<file path="src/verilog/upt_pkg.sv">
// constants shared by the ulpi phy timing block
`default_nettype none
package upt_pkg;
   // register map, byte addresses on the plain register port
   localparam logic [3:0] UPT_ADDR_CTRL      = 4'h0;
   localparam logic [3:0] UPT_ADDR_STATUS    = 4'h4;
   // control register fields
   localparam int         UPT_CTRL_XCVR_LSB  = 0;
   localparam int         UPT_CTRL_TERM_BIT  = 2;
   localparam int         UPT_CTRL_OPM_LSB   = 3;
   localparam logic [4:0] UPT_CTRL_RESET     = 5'h09; // full-speed, term 0, opmode 01
   // status register fields
   localparam int         UPT_STAT_LS_LSB    = 0;
   localparam int         UPT_STAT_TXBUSY    = 2;
   localparam int         UPT_STAT_RXACT     = 3;
   localparam int         UPT_STAT_PREBUSY   = 4;
   // transceiver select and operating mode codes
   localparam logic [1:0] UPT_XCVR_HS        = 2'h0;
   localparam logic [1:0] UPT_XCVR_FS        = 2'h1;
   localparam logic [1:0] UPT_XCVR_LS        = 2'h2;
   localparam logic [1:0] UPT_XCVR_PRE       = 2'h3;
   localparam logic [1:0] UPT_OPM_NORMAL     = 2'h0;
   localparam logic [1:0] UPT_OPM_CHIRP      = 2'h2;
   // line state codes
   localparam logic [1:0] UPT_LS_SE0         = 2'h0;
   localparam logic [1:0] UPT_LS_HS_ACTIVE   = 2'h1;
   localparam logic [1:0] UPT_LS_HS_SQUELCH  = 2'h2;
   localparam logic [1:0] UPT_LS_CHIRP_J     = 2'h1;
   localparam logic [1:0] UPT_LS_CHIRP_K     = 2'h2;
   // pipeline delays in interface clocks (lowest figure of each range)
   localparam logic [7:0] UPT_RXCMD_JK       = 8'h04; // 4 at all speeds
   localparam logic [7:0] UPT_RXCMD_SE0_HS   = 8'h04; // 4
   localparam logic [7:0] UPT_RXCMD_SE0_FS   = 8'h04; // 4 to 6
   localparam logic [7:0] UPT_RXCMD_SE0_LS   = 8'h10; // 16 to 18
   localparam logic [7:0] UPT_TXSTART_HS     = 8'h01; // 1 to 2
   localparam logic [7:0] UPT_TXSTART_FS     = 8'h06; // 6 to 10
   localparam logic [7:0] UPT_TXSTART_LS     = 8'h4a; // 74 to 75
   localparam logic [7:0] UPT_TXEND_PKT      = 8'h03; // 3 to 4
   localparam logic [7:0] UPT_TXEND_SOF      = 8'h06; // 6 to 9
   localparam logic [7:0] UPT_RXSTART_HS     = 8'h05; // 5 to 6
   localparam logic [7:0] UPT_RXEND_HS       = 8'h05; // 5 to 6
   localparam logic [7:0] UPT_RXEND_FS       = 8'h11; // 17 to 18
   localparam logic [7:0] UPT_RXEND_LS       = 8'h7a; // 122 to 123
   // full-speed bit time and the clock period, in picoseconds
   localparam int         UPT_CLK_PS         = 8000;
   localparam int         UPT_FS_BIT_PS      = 83333;
   localparam int         UPT_FS_BIT_CYC_I   = (UPT_FS_BIT_PS + UPT_CLK_PS - 1) / UPT_CLK_PS;
   localparam logic [7:0] UPT_FS_BIT_CYC     = UPT_FS_BIT_CYC_I[7:0];
   // preamble framing, in full-speed bits
   localparam logic [4:0] UPT_PRE_HDR_BITS   = 5'h10; // sync plus pre pid
   localparam logic [4:0] UPT_PRE_J_BITS     = 5'h01; // driven j after the pid
   localparam logic [4:0] UPT_PRE_GAP_BITS   = 5'h04; // gap before low-speed sync
   // speed classes
   typedef enum logic [1:0] {UPT_SPD_HS = 2'h0, UPT_SPD_FS = 2'h1, UPT_SPD_LS = 2'h2} upt_spd_t;
endpackage
`default_nettype wire

</file>
<file path="src/verilog/upt_delay.sv">
// one-shot delay line: pulses a fixed number of clocks after a trigger
`default_nettype none
module upt_delay
   import upt_pkg::*;
(
   // clock and reset
   input  wire logic       i_clk,
   input  wire logic       i_sys_rst,
   // trigger and length
   input  wire logic       i_fire,
   input  wire logic [7:0] i_cycles,
   // result
   output logic            o_pulse,
   output logic            o_busy
);
   logic [7:0] cnt_reg;

   // a new trigger restarts the count; only one event is in flight at a time
   always_ff @(posedge i_clk)
   begin
      if (i_sys_rst)
         cnt_reg <= 8'h00;
      else if (i_fire)
         cnt_reg <= i_cycles;
      else if (cnt_reg != 8'h00)
         cnt_reg <= cnt_reg - 8'h01;
   end

   // pulse lands exactly i_cycles edges after the trigger edge
   assign o_pulse = (cnt_reg == 8'h01);
   assign o_busy  = (cnt_reg != 8'h00);
endmodule
`default_nettype wire

</file>
<file path="src/verilog/upt_timing.sv">
// phy-side chirp line state, pipeline delays and preamble sequencing
`default_nettype none
// Summary of operation
// host link classifies low or full speed
// host reset writes hs select, term 0
// host reads chirp line state with receiver
// peripheral waits se0 then enters chirp
// peripheral sends chirp k 1..7 ms
// sleeping peripheral restarts clock in time
// host keeps se0 if no chirp
// host answers with alternating k and j
// host chirp states last 40..60 us
// peripheral enters hs after kjkjkj
// hs line state: active 01, squelch 10
// host returns to normal opmode after chirp
// rxcmd delay per line change and speed
// hs transmit start and end delays
// receive delays and fs/ls tx start
// host waits between consecutive transmits
// link answers 1..14 clocks after receive
// peripheral accepts packets one clock apart
// link times out after response window
// select 11 gives preamble mode, fs edges
// preamble header prepended at full speed
// four bit gap, driven j after pid
// all counts in interface clocks
module upt_timing
   import upt_pkg::*;
(
   // clock and reset
   input  wire logic       i_clk,
   input  wire logic       i_sys_rst,
   // register port
   input  wire logic [3:0] i_reg_addr,
   input  wire logic [7:0] i_reg_wdata,
   input  wire logic       i_reg_wr,
   input  wire logic       i_reg_rd,
   output logic [7:0]      o_reg_rdata,
   // analog front-end observations
   input  wire logic       i_line_chg,
   input  wire logic [1:0] i_line_raw,
   input  wire logic       i_squelch,
   input  wire logic       i_hs_diff,
   input  wire logic       i_rx_sync,
   input  wire logic       i_rx_eop,
   // link transmit requests
   input  wire logic       i_tx_cmd,
   input  wire logic       i_tx_sof,
   input  wire logic       i_tx_stop,
   // receive command and packet events toward the link
   output logic            o_rxcmd_valid,
   output logic [1:0]      o_rxcmd_line,
   output logic            o_rx_start,
   output logic            o_rx_end,
   // transmit events toward the line
   output logic            o_tx_start,
   output logic            o_tx_end,
   // preamble line control
   output logic            o_pre_hdr,
   output logic            o_pre_drive_j,
   output logic            o_ls_rate,
   output logic            o_fs_edges
);
   // preamble sequencer states
   typedef enum logic [4:0] {
      UPT_PRE_IDLE = 5'h01,
      UPT_PRE_HDR  = 5'h02,
      UPT_PRE_J    = 5'h04,
      UPT_PRE_GAP  = 5'h08,
      UPT_PRE_LS   = 5'h10
   } upt_pre_t;

   logic [4:0] ctrl_reg;
   logic [7:0] rdata_reg;
   logic [1:0] rxcmd_line_reg;
   logic [1:0] line_pend_reg;
   logic       sof_reg;
   logic       rx_act_reg;
   upt_pre_t   pre_reg;
   logic [7:0] bit_cnt_reg;
   logic [4:0] bits_reg;

   logic [1:0] xcvr;
   logic [1:0] opmode;
   upt_spd_t   spd;
   logic [1:0] line_now;
   logic [7:0] rxcmd_cyc;
   logic [7:0] txs_cyc;
   logic [7:0] txe_cyc;
   logic [7:0] rxe_cyc;
   logic       pre_mode;
   logic       pre_go;
   logic       tx_fire;
   logic       rxcmd_pulse;
   logic       txs_busy;
   logic       txe_busy;
   logic       fs_bit_end;

   // speed class from the transceiver select code; preamble runs at full speed
   function automatic upt_spd_t upt_speed(input logic [1:0] sel);
      unique case (sel)
         UPT_XCVR_HS:  upt_speed = UPT_SPD_HS;
         UPT_XCVR_LS:  upt_speed = UPT_SPD_LS;
         UPT_XCVR_FS:  upt_speed = UPT_SPD_FS;
         UPT_XCVR_PRE: upt_speed = UPT_SPD_FS;
      endcase
   endfunction

   // picks one of three per-speed delay figures
   function automatic logic [7:0] upt_pick(input upt_spd_t s, input logic [7:0] hs,
                                           input logic [7:0] fs, input logic [7:0] ls);
      unique case (s)
         UPT_SPD_HS: upt_pick = hs;
         UPT_SPD_FS: upt_pick = fs;
         UPT_SPD_LS: upt_pick = ls;
         default:    upt_pick = fs;
      endcase
   endfunction

   assign xcvr     = ctrl_reg[UPT_CTRL_XCVR_LSB +: 2];
   assign opmode   = ctrl_reg[UPT_CTRL_OPM_LSB +: 2];
   assign spd      = upt_speed(xcvr);
   assign pre_mode = (xcvr == UPT_XCVR_PRE);

   // control register written by software steers speed and line reporting
   always_ff @(posedge i_clk)
   begin
      if (i_sys_rst)
         ctrl_reg <= UPT_CTRL_RESET;
      else if (i_reg_wr && (i_reg_addr == UPT_ADDR_CTRL))
         ctrl_reg <= i_reg_wdata[4:0];
   end

   // read data stands in the cycle after the strobe; unmapped reads give zero
   always_ff @(posedge i_clk)
   begin
      if (i_sys_rst)
         rdata_reg <= 8'h00;
      else if (i_reg_rd)
      begin
         unique case (i_reg_addr)
            UPT_ADDR_CTRL:   rdata_reg <= {3'h0, ctrl_reg};
            UPT_ADDR_STATUS: rdata_reg <= {3'h0, (pre_reg != UPT_PRE_IDLE), rx_act_reg,
                                           txs_busy | txe_busy, rxcmd_line_reg};
            default:         rdata_reg <= 8'h00;
         endcase
      end
      else
         rdata_reg <= 8'h00;
   end
   assign o_reg_rdata = rdata_reg;

   // reported line state: squelch based in hs, receiver qualified in chirp mode
   always_comb
   begin
      if (spd == UPT_SPD_HS && opmode == UPT_OPM_CHIRP)
         line_now = i_squelch ? UPT_LS_SE0 : (i_hs_diff ? UPT_LS_CHIRP_J : UPT_LS_CHIRP_K);
      else if (spd == UPT_SPD_HS)
         line_now = i_squelch ? UPT_LS_HS_SQUELCH : UPT_LS_HS_ACTIVE;
      else
         line_now = i_line_raw;
   end

   // se0 reporting is slower than j or k at low speed; at full speed both take 4 clocks
   assign rxcmd_cyc = (line_now == UPT_LS_SE0 && spd != UPT_SPD_HS) ?
                      upt_pick(spd, UPT_RXCMD_SE0_HS, UPT_RXCMD_SE0_FS, UPT_RXCMD_SE0_LS) :
                      UPT_RXCMD_JK;

   // state is sampled at the change so the report carries the right value
   always_ff @(posedge i_clk)
   begin
      if (i_sys_rst)
         line_pend_reg <= UPT_LS_SE0;
      else if (i_line_chg)
         line_pend_reg <= line_now;
   end

   upt_delay u_rxcmd_dly (
      .i_clk     (i_clk),
      .i_sys_rst (i_sys_rst),
      .i_fire    (i_line_chg),
      .i_cycles  (rxcmd_cyc),
      .o_pulse   (rxcmd_pulse),
      .o_busy    ()
   );

   // receive command data comes from a flop, held until the next report
   always_ff @(posedge i_clk)
   begin
      if (i_sys_rst)
         rxcmd_line_reg <= UPT_LS_SE0;
      else if (rxcmd_pulse)
         rxcmd_line_reg <= line_pend_reg;
   end
   assign o_rxcmd_valid = rxcmd_pulse;
   assign o_rxcmd_line  = rxcmd_line_reg;

   // receive start is timed only for high speed; fs and ls give no start pulse
   upt_delay u_rxs_dly (
      .i_clk     (i_clk),
      .i_sys_rst (i_sys_rst),
      .i_fire    (i_rx_sync && spd == UPT_SPD_HS),
      .i_cycles  (UPT_RXSTART_HS),
      .o_pulse   (o_rx_start),
      .o_busy    ()
   );

   assign rxe_cyc = upt_pick(spd, UPT_RXEND_HS, UPT_RXEND_FS, UPT_RXEND_LS);

   upt_delay u_rxe_dly (
      .i_clk     (i_clk),
      .i_sys_rst (i_sys_rst),
      .i_fire    (i_rx_eop),
      .i_cycles  (rxe_cyc),
      .o_pulse   (o_rx_end),
      .o_busy    ()
   );

   // receive activity seen by software, framed by the delayed edges
   always_ff @(posedge i_clk)
   begin
      if (i_sys_rst)
         rx_act_reg <= 1'b0;
      else if (o_rx_start)
         rx_act_reg <= 1'b1;
      else if (o_rx_end)
         rx_act_reg <= 1'b0;
   end

   // in preamble mode the header goes first and the start is issued later
   assign pre_go  = i_tx_cmd && pre_mode && (pre_reg == UPT_PRE_IDLE);
   assign tx_fire = (i_tx_cmd && !pre_mode) ||
                    (pre_reg == UPT_PRE_GAP && fs_bit_end && bits_reg == 5'h01);
   assign txs_cyc = pre_mode ? UPT_TXSTART_LS :
                    upt_pick(spd, UPT_TXSTART_HS, UPT_TXSTART_FS, UPT_TXSTART_LS);

   upt_delay u_txs_dly (
      .i_clk     (i_clk),
      .i_sys_rst (i_sys_rst),
      .i_fire    (tx_fire),
      .i_cycles  (txs_cyc),
      .o_pulse   (o_tx_start),
      .o_busy    (txs_busy)
   );

   // remember whether the packet in flight is a start-of-frame
   always_ff @(posedge i_clk)
   begin
      if (i_sys_rst)
         sof_reg <= 1'b0;
      else if (i_tx_cmd)
         sof_reg <= i_tx_sof;
   end

   // sof needs the long eop, hence the longer end latency
   assign txe_cyc = sof_reg ? UPT_TXEND_SOF : UPT_TXEND_PKT;

   upt_delay u_txe_dly (
      .i_clk     (i_clk),
      .i_sys_rst (i_sys_rst),
      .i_fire    (i_tx_stop && spd == UPT_SPD_HS),
      .i_cycles  (txe_cyc),
      .o_pulse   (o_tx_end),
      .o_busy    (txe_busy)
   );

   // full-speed bit timer; bit length rounded up so no bit runs short
   assign fs_bit_end = (bit_cnt_reg == 8'h01);
   always_ff @(posedge i_clk)
   begin
      if (i_sys_rst)
         bit_cnt_reg <= 8'h00;
      else if (pre_go || (fs_bit_end && pre_reg != UPT_PRE_LS))
         bit_cnt_reg <= UPT_FS_BIT_CYC;
      else if (bit_cnt_reg != 8'h00)
         bit_cnt_reg <= bit_cnt_reg - 8'h01;
   end

   // preamble sequencer: header, driven j, idle gap, then low-speed packet
   always_ff @(posedge i_clk)
   begin
      if (i_sys_rst)
      begin
         pre_reg  <= UPT_PRE_IDLE;
         bits_reg <= 5'h00;
      end
      else
      begin
         unique case (pre_reg)
            UPT_PRE_IDLE:
               if (pre_go)
               begin
                  pre_reg  <= UPT_PRE_HDR;
                  bits_reg <= UPT_PRE_HDR_BITS;
               end
            UPT_PRE_HDR:
               if (fs_bit_end && bits_reg == 5'h01)
               begin
                  pre_reg  <= UPT_PRE_J;
                  bits_reg <= UPT_PRE_J_BITS;
               end
               else if (fs_bit_end)
                  bits_reg <= bits_reg - 5'h01;
            UPT_PRE_J:
               if (fs_bit_end)
               begin
                  pre_reg  <= UPT_PRE_GAP;
                  bits_reg <= UPT_PRE_GAP_BITS - UPT_PRE_J_BITS;
               end
            UPT_PRE_GAP:
               if (fs_bit_end && bits_reg == 5'h01)
                  pre_reg <= UPT_PRE_LS;
               else if (fs_bit_end)
                  bits_reg <= bits_reg - 5'h01;
            UPT_PRE_LS:
               if (i_tx_stop || !pre_mode)
                  pre_reg <= UPT_PRE_IDLE; // low-speed body runs until the link stops or preamble select is left
            default:
               pre_reg <= UPT_PRE_IDLE;
         endcase
      end
   end

   // line control: j counts toward the four-bit gap, packet body at low rate
   assign o_pre_hdr     = (pre_reg == UPT_PRE_HDR);
   assign o_pre_drive_j = (pre_reg == UPT_PRE_J);
   assign o_ls_rate     = (pre_reg == UPT_PRE_LS) || (spd == UPT_SPD_LS && !pre_mode);
   assign o_fs_edges    = (spd == UPT_SPD_FS);
endmodule
`default_nettype wire

</file>
<file path="config.mk">
export PLATFORM = sky130hd
export DESIGN_NAME = upt_timing
export DESIGN_NICKNAME = d
export VERILOG_FILES = /design/src/verilog/upt_pkg.sv /design/src/verilog/upt_delay.sv /design/src/verilog/upt_timing.sv
export SDC_FILE = /design/constraint.sdc
export NUM_CORES = 1
export LEC_CHECK = 0
export ABC_AREA = 1
export BUFFER_PORTS_ARGS = -buffer_cell sky130_fd_sc_hd__buf_2
export CORE_ASPECT_RATIO = 1.1
export CORE_MARGIN = 10
export CORE_UTILIZATION = 40
export DETAILED_ROUTE_END_ITERATION = 8
export GPL_TIMING_DRIVEN = 0
export REMOVE_ABC_BUFFERS = 1
export SYNTH_ARGS = -nofsm -noshare
export SYNTH_HDL_FRONTEND = slang
export SYNTH_SLANG_ARGS = --single-unit
</file>
<file path="constraint.sdc">
create_clock -name i_clk -period 3.25 [get_ports i_clk]
set_input_delay 0 -clock i_clk [delete_from_list [all_inputs] [get_ports i_clk]]
set_output_delay 0 -clock i_clk [all_outputs]
set_load 0.005 [all_outputs]
</file>
== Yosys cells after proc, flatten, opt, wreduce, memory -nomap -nowiden ==
Index checks and enable logic that the tools add are counted.

* Add/subtract/negate cells: 7
* Eq/ne operators: 27
* Muxes and demuxes: 39
* Bitwise operators: 2
* Reduce and logical (&&, ||, !) cells: 43

{| class="wikitable"
|+ Operators with widths
! cell !! number
|-
| 8-bit 2-to-1 mux || 10
|-
| 5-bit 2-to-1 mux || 11
|-
| 8-bit by 1-bit == test with 1-bit output (second input constant) || 6
|-
| 8-bit nonzero test || 6
|-
| 8-bit by 1-bit subtractor with 8-bit output (second input constant) || 6
|-
| 7-bit one-hot mux with 2 select lines || 2
|-
| 5-bit one-hot mux with 5 select lines || 1
|-
| 5-bit one-hot mux with 4 select lines || 1
|-
| 2-bit nonzero test || 8
|-
| 1-bit logical AND || 13
|-
| 5-bit by 1-bit == test with 1-bit output (second input constant) || 2
|-
| 2-bit 2-to-1 mux || 5
|-
| 5-bit one-hot mux with 2 select lines || 1
|-
| 3-bit 2-to-1 mux || 3
|-
| 2-bit == test (second input constant) || 4
|-
| 4-bit 2-to-1 mux || 2
|-
| 2-bit OR reduction || 4
|-
| 2-bit zero test || 3
|-
| 2-bit by 1-bit != test with 1-bit output (second input constant) || 3
|-
| 2-bit != test (second input constant) || 3
|-
| 2-bit one-hot mux with 3 select lines || 1
|-
| 5-bit by 2-bit == test with 1-bit output (second input constant) || 1
|-
| 5-bit by 3-bit == test with 1-bit output (second input constant) || 1
|-
| 5-bit by 4-bit == test with 1-bit output (second input constant) || 1
|-
| other kinds (15) || 20
|}

* Flip-flop bits (word level): 77
* Bits of input ports: 26
* Output and inout port bits: 19
* Word-level logic and storage cells: 134

== Depth between registers and ports, before layout ==
Gate-level depths: netlist (run 1).

* Depth in word-level cells: 10
* Gate-level depth with buffers: 11
* Depth with buffers taken out: 11

== Modules after synthesis ==
Synthesis (run 1) repeated with hierarchy kept, for this count alone.

* Cell total of the unflattened synthesis: 678
* Area, all modules: 4536.9 um^2

{| class="wikitable"
|+ Modules (own cells, without submodules)
! module !! times used !! cells an instance !! area each (um^2) !! seq. area each (um^2)
|-
| upt_delay || 5 || 79 || 513.0 || 160.2
|-
| upt_timing || 1 || 283 || 1971.9 || 680.7
|}

== Worst setup path after synthesis (run 1) ==
OpenSTA, ideal clock, no wires.

* Path type: reg-to-reg
* From: register u_rxcmd_dly.cnt_reg[0]
* To: register u_rxcmd_dly.cnt_reg[7]
* Setup time: 0.116 ns
* Arrival: 1.248 ns
* Required time: 3.134 ns
* Slack: 1.886 ns
* Cell stages (with the launch flop): 11
* Path buffers: 0
* Clock period less this slack: 1.364 ns
* Cells stage by stage: dfxtp_1 -> inv_1 -> ha_1 -> nand2_1 -> nor2_1 -> nand2_1 -> nand4_1 -> nor2_1 -> nand2_1 -> nand2_1 -> nor2_1

* Longest elaborated chain between the ends: 3
* Elaborated cells between the ends (all ways): 5
* Those cells by class: 1 x add/sub; 2 x mux; 2 x reduce/logical

{| class="wikitable"
|+ Ends and longest elaborated chain
! what !! line !! RTL
|-
| from (decl) || upt_delay.sv:16 || <nowiki>logic [7:0] cnt_reg;</nowiki>
|-
| from (signal assigned) || upt_delay.sv:24 || <nowiki>cnt_reg <= i_cycles;</nowiki>
|-
| from (signal assigned) || upt_delay.sv:26 || <nowiki>cnt_reg <= cnt_reg - 8'h01;</nowiki>
|-
| 8-bit by 1-bit subtractor with 8-bit output || upt_delay.sv:26 ||
|-
| 8-bit 2-to-1 mux || upt_delay.sv:25 || <nowiki>else if (cnt_reg != 8'h00)</nowiki>
|-
| 8-bit 2-to-1 mux || upt_delay.sv:23 || <nowiki>else if (i_fire)</nowiki>
|}

Parallel ways exist; a longest one is shown, timed or not. The select of a mux whose other input is x is not followed.
A chain may end at the register's enable or synchronous reset.

== Worst setup path after layout (run 1) ==
* From: register ctrl_reg[0]
* To: register line_pend_reg[0]

* Longest elaborated chain between the ends: 6
* Elaborated cells between the ends (all ways): 10
* Those cells by class: 3 x eq/ne; 3 x mux; 4 x reduce/logical

{| class="wikitable"
|+ Ends and longest elaborated chain
! what !! line !! RTL
|-
| from (decl) || upt_timing.sv:73 || <nowiki>logic [4:0] ctrl_reg;</nowiki>
|-
| from (signal assigned) || upt_timing.sv:131 || <nowiki>ctrl_reg <= i_reg_wdata[4:0];</nowiki>
|-
| 2-bit == test / 2-bit by 1-bit == test with 1-bit output (equally long branches) || upt_timing.sv:101 || <nowiki>unique case (sel)</nowiki>
|-
| 2-bit OR reduction (no source line) || -- ||
|-
| 2-bit one-hot mux with 3 select lines (*) || upt_timing.sv:101 ||
|-
| 2-bit zero test (*) || upt_timing.sv:156, upt_timing.sv:158 ||
|-
| 2-bit 2-to-1 mux / 1-bit logical AND (equally long branches) || upt_timing.sv:158, upt_timing.sv:156 ||
|-
| 2-bit 2-to-1 mux (*) || upt_timing.sv:156 || <nowiki>if (spd == UPT_SPD_HS && opmode == UPT_OPM_CHIRP)</nowiki>
|-
| to (signal assigned) || upt_timing.sv:175 || <nowiki>line_pend_reg <= line_now;</nowiki>
|-
| to (decl) || upt_timing.sv:76 || <nowiki>logic [1:0] line_pend_reg;</nowiki>
|}

Mark *: on every way between the ends. The rest lies on a longest branch, timed or not.

==> results by group, run 1 <==
Placement
  – Placer Congestion: 0.875
  – Detailed placement HPWL: 7.03 mm
  – Port Buf Inserts: 38

Logic synthesis
  – Mean Syn Cell Area: 6.99 µm²
  – Synth top area share: 0.375
  – Synth Register Bits: 74
  – Post-synth EDFFs: 0
  – Post-synth top area cell: dfxtp_1
  – Fraction of registers with async set/reset: 0
  – Synthesized area: 3950 µm²
  – Syn Inst Count: 566
  – Sequential share of the synthesized area: 0.375
  – Synthesis Warnings: 0
  – Prevailing post-synth register cell: dfxtp_1
  – Distinct cells, synth: 40
  – Largest cells by area after synthesis: dfxtp_1, nand2_1, nor2_1, inv_1, a21oi_1

Floorplanning
  – Die height: 124 µm
  – Rows: 38
  – Initial Util: 0.406
  – Die ar.: 14300 µm²
  – Core area: 9750 µm²
  – Top-Level Pins: 45
  – Die Wd: 115 µm

Pwr
  – Pwr per Cell Area: 697 nW/µm²
  – Worst vdd ir: 0.000395 V
  – Leak: 2.16 nW
  – Final Power: 3.19 mW

Setup path
  – CP Launch Type: flop
  – Crit path capture type: flop
  – Worst path most repeated cell: dlygate4sd3_1
  – Critical Path Max Stage Delay: 0.56 ns
  – Critical path's slowest cell: dlygate4sd3_1
  – Max FO, Critical Path: 7
  – CP required: 3.55 ns
  – Kind of cell adding the most delay to the critical path: buffers and inverters
  – Crit-path cells: nor2_2, nand3_1, nor2_1, nand2_1, dlygate4sd3_1, a31oi_1, dlygate4sd3_1
  – Crit Path Class: flop to flop
  – CP arrival: 2.72 ns
  – Worst path bufs/invs: 2

Route
  – Iteration-0 DRC Markers: 183
  – Remaining antenna violation count: 0
  – Metal3 WL: 345 µm
  – Routed len/inst: 12.2 µm
  – Via-to-Cell Ratio: 4.86
  – Met2 WL post-DR: 4.34 mm
  – WL met1: 4.26 mm
  – Routed wire length: 9.09 mm
  – Drt drc: 0
  – Detailed Routing Iterations Pass 1: 4
  – Via count: 3628
  – Top layer in use: met4

Cells and area
  – Core Util, Final: 0.470
  – Nets@finish: 662
  – Layout cell share with drive strength beyond 1: 0.148
  – Register Area: 1480 µm²
  – Multi-input logic area: 2110 µm²
  – FILL cells: 993
  – Antenna Cells: 0
  – Area growth from synthesis to layout: 15.8%

Run
  – Max-cap violations: 0

Clock network
  – Clock Pin Slew Worst Setup and Hold Paths: 0.07 ns
  – Clock Path Buffers: 2
  – # resized after CTS: 0
  – H-tree levels: 3
  – CTS buffer count: 9
  – Root buffer cell: clkbuf_8
  – CTS tree: built
  – Worst-skew pair later-pin latency: 0.35 ns
  – # clock sinks: 74

GRT
  – Global-route wire length before repair: 15.8 mm
  – Total grt overflow: 0
  – Pin count of the biggest net entering global routing: 34
  – Vias in the first global route: 3521
  – Total track usage: 0.131
  – Antenna violations before repair: 0

Timing
  – Worst Max-Slew Pin Slew: 0.700 ns
  – Worst Skew: 0.00688 ns
  – Final Max Tran Viols: 0
  – Final Hold Fails: 0
  – Setup-failing EPs final: 0
  – Slew HR: 0.534
  – Crit share post-route: 0.746
  – RSZ-0062 raised after global routing: false
  – Max frequency: 412 MHz
  – Setup TNS: 0 ns
  – Minimum clock period: 2.42 ns

Status
  – Outcome: finished, final reports clean

Hold path
  – Worst hold-check path type: input pin to flop
## synth_stat cells (all sizes together) (2+ instances only)
master / count
a211oi: 4
a21oi: 52
a31oi: 2
buf: 4
clkbuf: 7
dfxtp: 74
ha: 14
inv: 82
nand2: 119
nand3: 33
nand3b: 2
nand4: 8
nor2: 91
nor3: 10
nor4: 3
o21ai: 30
o21bai: 4
or2: 3
xnor2: 2
xor2: 17
## cells in the final DEF, fill, tap and decap left out, types with 4 or more instances in the layout
cell           netlist  final
a211oi_1             4      4
a21oi_1             50     50
buf_2                0     38
clkbuf_1             7      4
clkbuf_8             0      9
dfxtp_1             74     74
dlygate4sd3_1        0     16
ha_1                14     14
inv_1               72     72
inv_2               10     10
nand2_1            109    109
nand2_2              7      7
nand3_1             31     31
nand4_1              7      7
nor2_1              79     79
nor2_2               9      9
nor3_1               9      9
o21ai_0             23     23
o21ai_1              6      6
o21bai_1             4      4
xor2_1              17     17
## worst paths after layout
kind                            slack (ns)  cells after the start                  from                   end
worst max-delay path                  0.83                      7           ctrl_reg[0]      line_pend_reg[0]
worst min register to register        0.47                      1  u_txe_dly.cnt_reg[6]  u_txe_dly.cnt_reg[6]
worst min-delay path                 0.004                      3              i_reg_rd        o_reg_rdata[2]
worst max register to register        0.83                      7           ctrl_reg[0]      line_pend_reg[0]
## stage by stage
stage	hold WS [ns]	area, µm²	instances	setup WS, ns
floorplan	0.0624	3900	557	1.83
detailed placement	0.219	4240	715	1.53
finish	0.00361	4580	747	0.826
CTS	0.00938	4580	747	0.818
global route	0.0252	4580	747	0.660
global placement	0.216	4240	715	1.54
## metal layers
layer	GRT usage	vias to the layer above
met2	0.210	44
li1	-	1919
met4	0.0415	0
met1	0.164	1651
met5	0	-
met3	0.0361	14
## tightest hold or removal path, stage by stage
cell     delay [ns]
buf_2          0.10
nand2_1        0.15
a21oi_1        0.06
## where the power goes
group	leakage, nW	internal [mW]	switching (mW)
clock network	0.0914	0.354	0.331
logic	1.47	0.486	0.796
registers	0.607	1.09	0.136
total	2.16	1.93	1.26
## what timing repair did
item / 4_1_cts / 5_1_grt
hold buffers: 16 / 0
endpoints found under the hold margin: 13 / 0
setup buffers: 0 / 0
## kinds of logic after synthesis
family | synth area share
flip-flops | 0.375
buffers and inverters | 0.0940
AO/OA/AOI/OAI | 0.132
XOR/XNOR | 0.0421
AND/OR/NAND/NOR | 0.312
other | 0.000948
adder cells (fa/ha/maj) | 0.0443
## cell type report
class                           instances  area share
Clock buffer                           13      0.0303
Inverter                               82      0.0672
Multi-Input combinational cell        401       0.461
Timing Repair Buffer                   54      0.0765
Sequential cell                        74       0.324
Clock inverter                          3     0.00875
Tap cell                              120      0.0328
Power figures use the tool's default switching activity.
==> run 2: changes to the inputs <==
Settings changed: ABC_AREA 1 to 0.
Clock period 3.25 ns to 2.2 ns, I/O delays scaled along.
==> run 2 against run 1 <==
Highest routed layer unchanged. Fmax is 21% higher. Routed wire length fell by 3.9%. Sequential share of layout area is 0.85 points higher. Global-route usage fell by 0.17 points. Critical endpoint is now bits_reg[3]. Critical path depth is 1 lower. Count of clock-buffer cells in the layout fell by 2. Largest power group is now sequential cells.
==> results by group, run 2 <==
Timing
  – Minimum clock period: 2.00 ns
  – Setup-failing EPs final: 0
  – Final Max Tran Viols: 0
  – Slew HR: 0.305
  – Worst Max-Slew Pin Slew: 1.03 ns
  – Setup TNS: 0 ns
  – Final Hold Fails: 0
  – RSZ-0062 raised after global routing: false
  – Worst Skew: 0.00795 ns
  – Max frequency: 501 MHz
  – Final WS setup: 0.204 ns
  – Crit share post-route: 0.907

GRT
  – Vias in the first global route: 3142
  – Met2 usage: 0.214
  – Antenna violations before repair: 0
  – Total track usage: 0.129
  – M3 GR Usage: 0.0317
  – Gr busiest metal: met2
  – Grt met1 use: 0.157
  – Global-route wire length before repair: 14.9 mm
  – Total grt overflow: 0
  – Pin count of the biggest net entering global routing: 47

Setup path
  – CP required: 2.45 ns
  – Kind of cell adding the most delay to the critical path: simple AND/OR/NAND/NOR gates
  – Crit path capture type: flop
  – Critical path's slowest cell: dfxtp_1
  – CP Launch Type: flop
  – CP arrival: 2.24 ns
  – Reg2reg setup slack: 0.20 ns
  – Reg2Reg Depth: 6
  – Crit-path cells: ha_1, nor3b_2, nand3_2, o211ai_2, nor2_4, a311oi_1
  – Critical Path Max Stage Delay: 0.43 ns
  – Max FO, Critical Path: 7
  – Worst path bufs/invs: 0
  – FF-to-FF Start: bit_cnt_reg[0]
  – Crit Path Class: flop to flop
  – Worst reg2reg endpoint: bits_reg[3]

Clock network
  – CTS buffer count: 9
  – Root buffer cell: clkbuf_8
  – CTS tree: built
  – # resized after CTS: 0
  – H-tree levels: 3
  – Post-CTS Setup Bufs: 0
  – Worst-skew pair later-pin latency: 0.35 ns
  – # clock sinks: 74
  – Clock Path Buffers: 2
  – Clock Pin Slew Worst Setup and Hold Paths: 0.07 ns
  – CTS Hold Bufs: 18

Pwr
  – Worst vdd ir: 0.000595 V
  – Leak: 1.81 nW
  – Pwr per Cell Area: 991 nW/µm²

Placement
  – Setup WS pre-CTS: 0.223 ns
  – Placer Congestion: 0.828
  – Port Buf Inserts: 38
  – Detailed placement HPWL: 6.25 mm

Logic synthesis
  – Synth top area share: 0.388
  – Prevailing post-synth register cell: dfxtp_1
  – Cell with the most instances after synthesis: dfxtp_1
  – Fraction of registers with async set/reset: 0
  – Post-synth top area cell: dfxtp_1
  – Sequential share of the synthesized area: 0.388
  – Post-synth EDFFs: 0
  – Syn Inst Count: 450
  – Distinct cells, synth: 62
  – Synth cell count leaders: dfxtp_1, nor2_1, nand2_1
  – Synthesized area: 3810 µm²
  – Mean Syn Cell Area: 8.48 µm²
  – Synth Register Bits: 74
  – Synthesis Warnings: 0
  – Largest cells by area after synthesis: dfxtp_1, nor2_1, ha_1, a21oi_1, xnor2_1

Floorplanning
  – Rows: 37
  – Die height: 122 µm
  – Die Wd: 113 µm
  – Top-Level Pins: 45
  – Initial Util: 0.408
  – Core area: 9350 µm²
  – Die ar.: 13800 µm²

Route
  – Drt drc: 0
  – Via count: 3316
  – Iteration-0 DRC Markers: 209
  – Routed len/inst: 14.0 µm
  – Via-to-Cell Ratio: 5.33
  – Routed wire length: 8.74 mm
  – Detailed Routing Iterations Pass 1: 4
  – Remaining antenna violation count: 0

Cells and area
  – Layout cell share with drive strength beyond 1: 0.137
  – Antenna Cells: 0
  – Most common cell after layout, fill and taps aside: dfxtp_1
  – Most frequent cells in the layout: dfxtp_1, nor2_1, buf_2, nand2_1, a21oi_1
  – Core Util, Final: 0.477
  – Area growth from synthesis to layout: 16.9%
  – Nets@finish: 541

Hold path
  – Hold Path End: o_reg_rdata[4]
  – Hold Crit Start: i_reg_rd
  – Worst hold-check path type: input pin to flop
  – WHS Path Cells: 3

Run
  – Max-cap violations: 0

Status
  – Outcome: finished, final reports clean
-- run 2: worst max path at each step --
stage / to / slack, ns / startpoint / depth (start not counted)
floorplan: bits_reg[4] / 0.47 / bit_cnt_reg[0] / 6
global placement: ctrl_reg[2] / 0.07 / i_reg_addr[3] / 5
detailed placement: bits_reg[3] / 0.22 / bit_cnt_reg[0] / 6
CTS: bits_reg[3] / 0.19 / bit_cnt_reg[0] / 6
global route: bits_reg[3] / 0.01 / bit_cnt_reg[0] / 6
finish: bits_reg[3] / 0.20 / bit_cnt_reg[0] / 6
-- run 2: per-stage QoR --
stage	cell area, µm²	total power, mW	hold slack, ns	instances
floorplan	3740	3.03	0.0691	434
global placement	4080	3.34	0.238	589
finish	4460	4.42	0.0209	622
CTS	4460	4.47	0.0138	622
global route	4460	4.80	0.0444	622
detailed placement	4090	3.37	0.243	589
-- run 2: logic make-up (layout without fill, tap and decap cells) --
logic type,count (synthesis),in the layout,share of synthesized area
other,1,3,0.000983
and+or+nand+nor,192,192,0.265
muxes,9,9,0.0239
DFF,74,74,0.388
xor gates and xnor gates,26,26,0.0597
AOI/OAI and AO/OA,93,93,0.173
buffers and inverters,41,94,0.0433
adders and majority gates,14,14,0.0459
-- run 2: where the power goes --
group	internal [mW]	switching [mW]
Clock	0.552	0.502
Sequential	1.56	0.233
Combinational	0.703	0.869
Total	2.81	1.60
-- run 2: routing by layer --
metal	part of all wire	vias up	wire length, µm
li1	-	1706	-
met1	0.47	1552	4090
met2	0.48	47	4190
met3	0.037	11	327
met4	0.015	0	135
met5	0	-	0
-- run 2: final cells by class --
type | count | area, µm²
Fill cell | 906 | 4890
Multi-Input combinational cell | 337 | 2180
Sequential cell | 74 | 1480
Timing Repair Buffer | 56 | 370
Tap cell | 117 | 146
Clock buffer | 11 | 141
Inverter | 23 | 86.3
Clock inverter | 4 | 51.3
-- run 2: worst reg2reg max path, cell delays in order (launching register included) --
cell and delay [ns]:
dfxtp_1 0.43, ha_1 0.17, nor3b_2 0.40, nand3_2 0.22
o211ai_2 0.35, nor2_4 0.09, a311oi_1 0.26
==> run 3: changes to the inputs <==
Settings changed: SYNTH_HIERARCHICAL from default to 1.
==> run 3 against run 2 <==
Synthesized cell count increased by 14%. Critical path depth is 1 higher. Largest power group is now combinational cells. Final area is 15% higher. Synthesized area is 13% higher. Sequential share of layout area fell by 4.4 points. Setup slack gained 0.0015 ns. Largest cell class unchanged. First-iteration DRC count decreased by 40%. Clock skew shrank 0.00096 ns. Critical path type unchanged. Worst hold slack improved by 0.0070 ns. Highest routed layer unchanged.
==> results by group, run 3 <==
Setup path
  – CP required: 2.39 ns
  – Crit Path Class: flop to flop
  – Crit path capture type: flop
  – CP Launch Type: flop
  – CP arrival: 2.18 ns
  – Max FO, Critical Path: 8

Pwr
  – Sw power: 1.93 mW
  – Worst vdd ir: 0.000587 V
  – Net Sw Frac: 0.356
  – Final Power: 5.43 mW
  – Clock share of power: 0.272
  – Fraction of power consumed by combinational cells: 0.368
  – Pwr per Cell Area: 1060 nW/µm²
  – Leak: 2.13 nW
  – Sequential power share: 0.360
  – Cell-internal power: 3.50 mW

Status
  – Outcome: finished, final reports clean

GRT
  – Antenna violations before repair: 0
  – Global-route wire length before repair: 16.8 mm
  – Pin count of the biggest net entering global routing: 82
  – Vias in the first global route: 3575
  – Total track usage: 0.131
  – Total grt overflow: 0

Logic synthesis
  – Synthesized area: 4310 µm²
  – Synth cell count leaders: dfxtp_1, nand2_1, nor2_1
  – Post-synthesis mux area share: 0.0528
  – Mean Syn Cell Area: 8.39 µm²
  – Simple-gate portion of the synthesized area: 0.294
  – Largest cells by area after synthesis: dfxtp_1, ha_1, nand2_1, nor2_1, xor2_1
  – Compound-Gate Fraction of Synth Area: 0.134
  – Post-synth EDFFs: 0
  – Distinct cells, synth: 58
  – Synthesis Warnings: 6
  – Adder-Cell Fraction of Synth Area: 0.0580
  – Largest family of logic cells by synthesized area: simple AND/OR/NAND/NOR gates
  – Fraction of registers with async set/reset: 0
  – Sequential share of the synthesized area: 0.343
  – Prevailing post-synth register cell: dfxtp_1
  – Synth Register Bits: 74
  – Synth Area in XOR/XNOR: 0.0690
  – Synth top area share: 0.343
  – Cell with the most instances after synthesis: dfxtp_1
  – Syn Inst Count: 514
  – Post-synth top area cell: dfxtp_1

Clock network
  – Clock Path Buffers: 2
  – CTS tree: built
  – H-tree levels: 3
  – CTS buffer count: 9
  – Root buffer cell: clkbuf_16
  – # clock sinks: 74
  – Worst-skew pair later-pin latency: 0.33 ns
  – Clock Pin Slew Worst Setup and Hold Paths: 0.06 ns

Route
  – Routed len/inst: 13.4 µm
  – Drt drc: 0
  – Remaining antenna violation count: 0
  – Via count: 3635
  – Via-to-Cell Ratio: 4.99
  – Detailed Routing Iterations Pass 1: 4
  – Routed wire length: 9.77 mm
  – Iteration-0 DRC Markers: 126

Timing
  – Final Hold Fails: 0
  – Slew HR: 0.319
  – Final WS setup: 0.206 ns
  – Worst Max-Slew Pin Slew: 1.01 ns
  – Max frequency: 501 MHz
  – RSZ-0062 raised after global routing: true
  – Worst Skew: 0.00699 ns
  – Minimum clock period: 1.99 ns
  – Crit share post-route: 0.906
  – Final Max Tran Viols: 0
  – Setup-failing EPs final: 0
  – Setup TNS: 0 ns

Floorplanning
  – Die ar.: 15300 µm²
  – Die Wd: 119 µm
  – Initial Util: 0.411
  – Core area: 10500 µm²
  – Top-Level Pins: 45
  – Die height: 129 µm
  – Rows: 39

Cells and area
  – FILL cells: 1036
  – Most common cell after layout, fill and taps aside: dfxtp_1
  – Antenna Cells: 0
  – Layout cell share with drive strength beyond 1: 0.162
  – Nets@finish: 626
  – Most frequent cells in the layout: dfxtp_1, nand2_1, nor2_1, buf_2, conb_1
  – Area growth from synthesis to layout: 19.0%

Placement
  – Placer Congestion: 0.813
  – Detailed placement HPWL: 6.97 mm
  – Setup WS pre-CTS: -0.476 ns
  – Port Buf Inserts: 38

Run
  – Max-cap violations: 0

Hold path
  – Worst hold-check path type: input pin to flop
==> run 3: area by class of cell <==
| class | instances | area (µm²) | area share |
|---|---|---|---|
| Clock buffer | 11 | 243 | 0.0473 |
| Clock inverter | 5 | 53.8 | 0.0105 |
| Inverter | 26 | 97.6 | 0.0190 |
| Multi-Input combinational cell | 417 | 2760 | 0.537 |
| Sequential cell | 74 | 1480 | 0.288 |
| Tap cell | 143 | 179 | 0.0348 |
| Timing Repair Buffer | 52 | 325 | 0.0634 |
==> run 3: through the flow <==
stage                     cell area, µm²  utilization  cells  hold slack, ns
after global placement              4670        0.445    698           0.242
final                               5130        0.489    728          0.0279
after CTS                           5110        0.487    727          0.0124
after global routing                5130        0.489    728          0.0328
after detailed placement            4680        0.446    699           0.256
after floorplan                     4300            -    517          0.0691
==> run 3: timing repair <==
action / CTS / global route
resized for setup: 4 / 2
pin swaps: 0 / 1
buffers inserted: 0 / 1
endpoints found under the setup margin: 12 / 10
hold buffers: 12 / 0
hold endpoints to repair: 7 / 0
==> run 3: cell families after synthesis <==
kind of cell | after synthesis
compound gates | 92
xor+xnor | 34
fa+ha+maj | 20
buf+inv | 48
flops | 74
mux | 22
other cells | 2
simple gates | 222
==> run 3: final timing paths <==
check	start	endpoint	slack, ns	cells past startpoint
hold / removal	i_rx_eop	u_rxe_dly/cnt_reg[0]	0.03	3
setup / recovery	bits_reg[0]	pre_reg[3]	0.21	7
hold reg to reg	ctrl_reg[2]	ctrl_reg[2]	0.48	2
setup reg to reg	bits_reg[0]	pre_reg[3]	0.21	7
==> run 3: metal layers <==
layer	share of wire	track usage	routed length [µm]
met1	0.46	0.159	4510
met2	0.49	0.218	4800
met3	0.036	0.0337	349
met4	0.010	0.0482	98
met5	0	0	0
==> run 3: critical path: stages (launching register included) <==
cell and delay (ns):
dfxtp_1 0.39, ha_1 0.17, nor4b_4 0.28, nand4_1 0.21
o21ai_2 0.38, o2111ai_1 0.20, mux2i_1 0.18, nor2_1 0.05
==> run 3: power groups by stage <==
stage | Clock, mW | Combinational (mW) | Sequential (mW)
finish | 1.48 | 2.00 | 1.95
global route | 1.57 | 2.29 | 2.00
CTS | 1.52 | 2.02 | 1.95
detailed placement | 0 | 1.99 | 1.97
global placement | 0 | 1.94 | 1.97
floorplan | 0 | 1.63 | 1.92
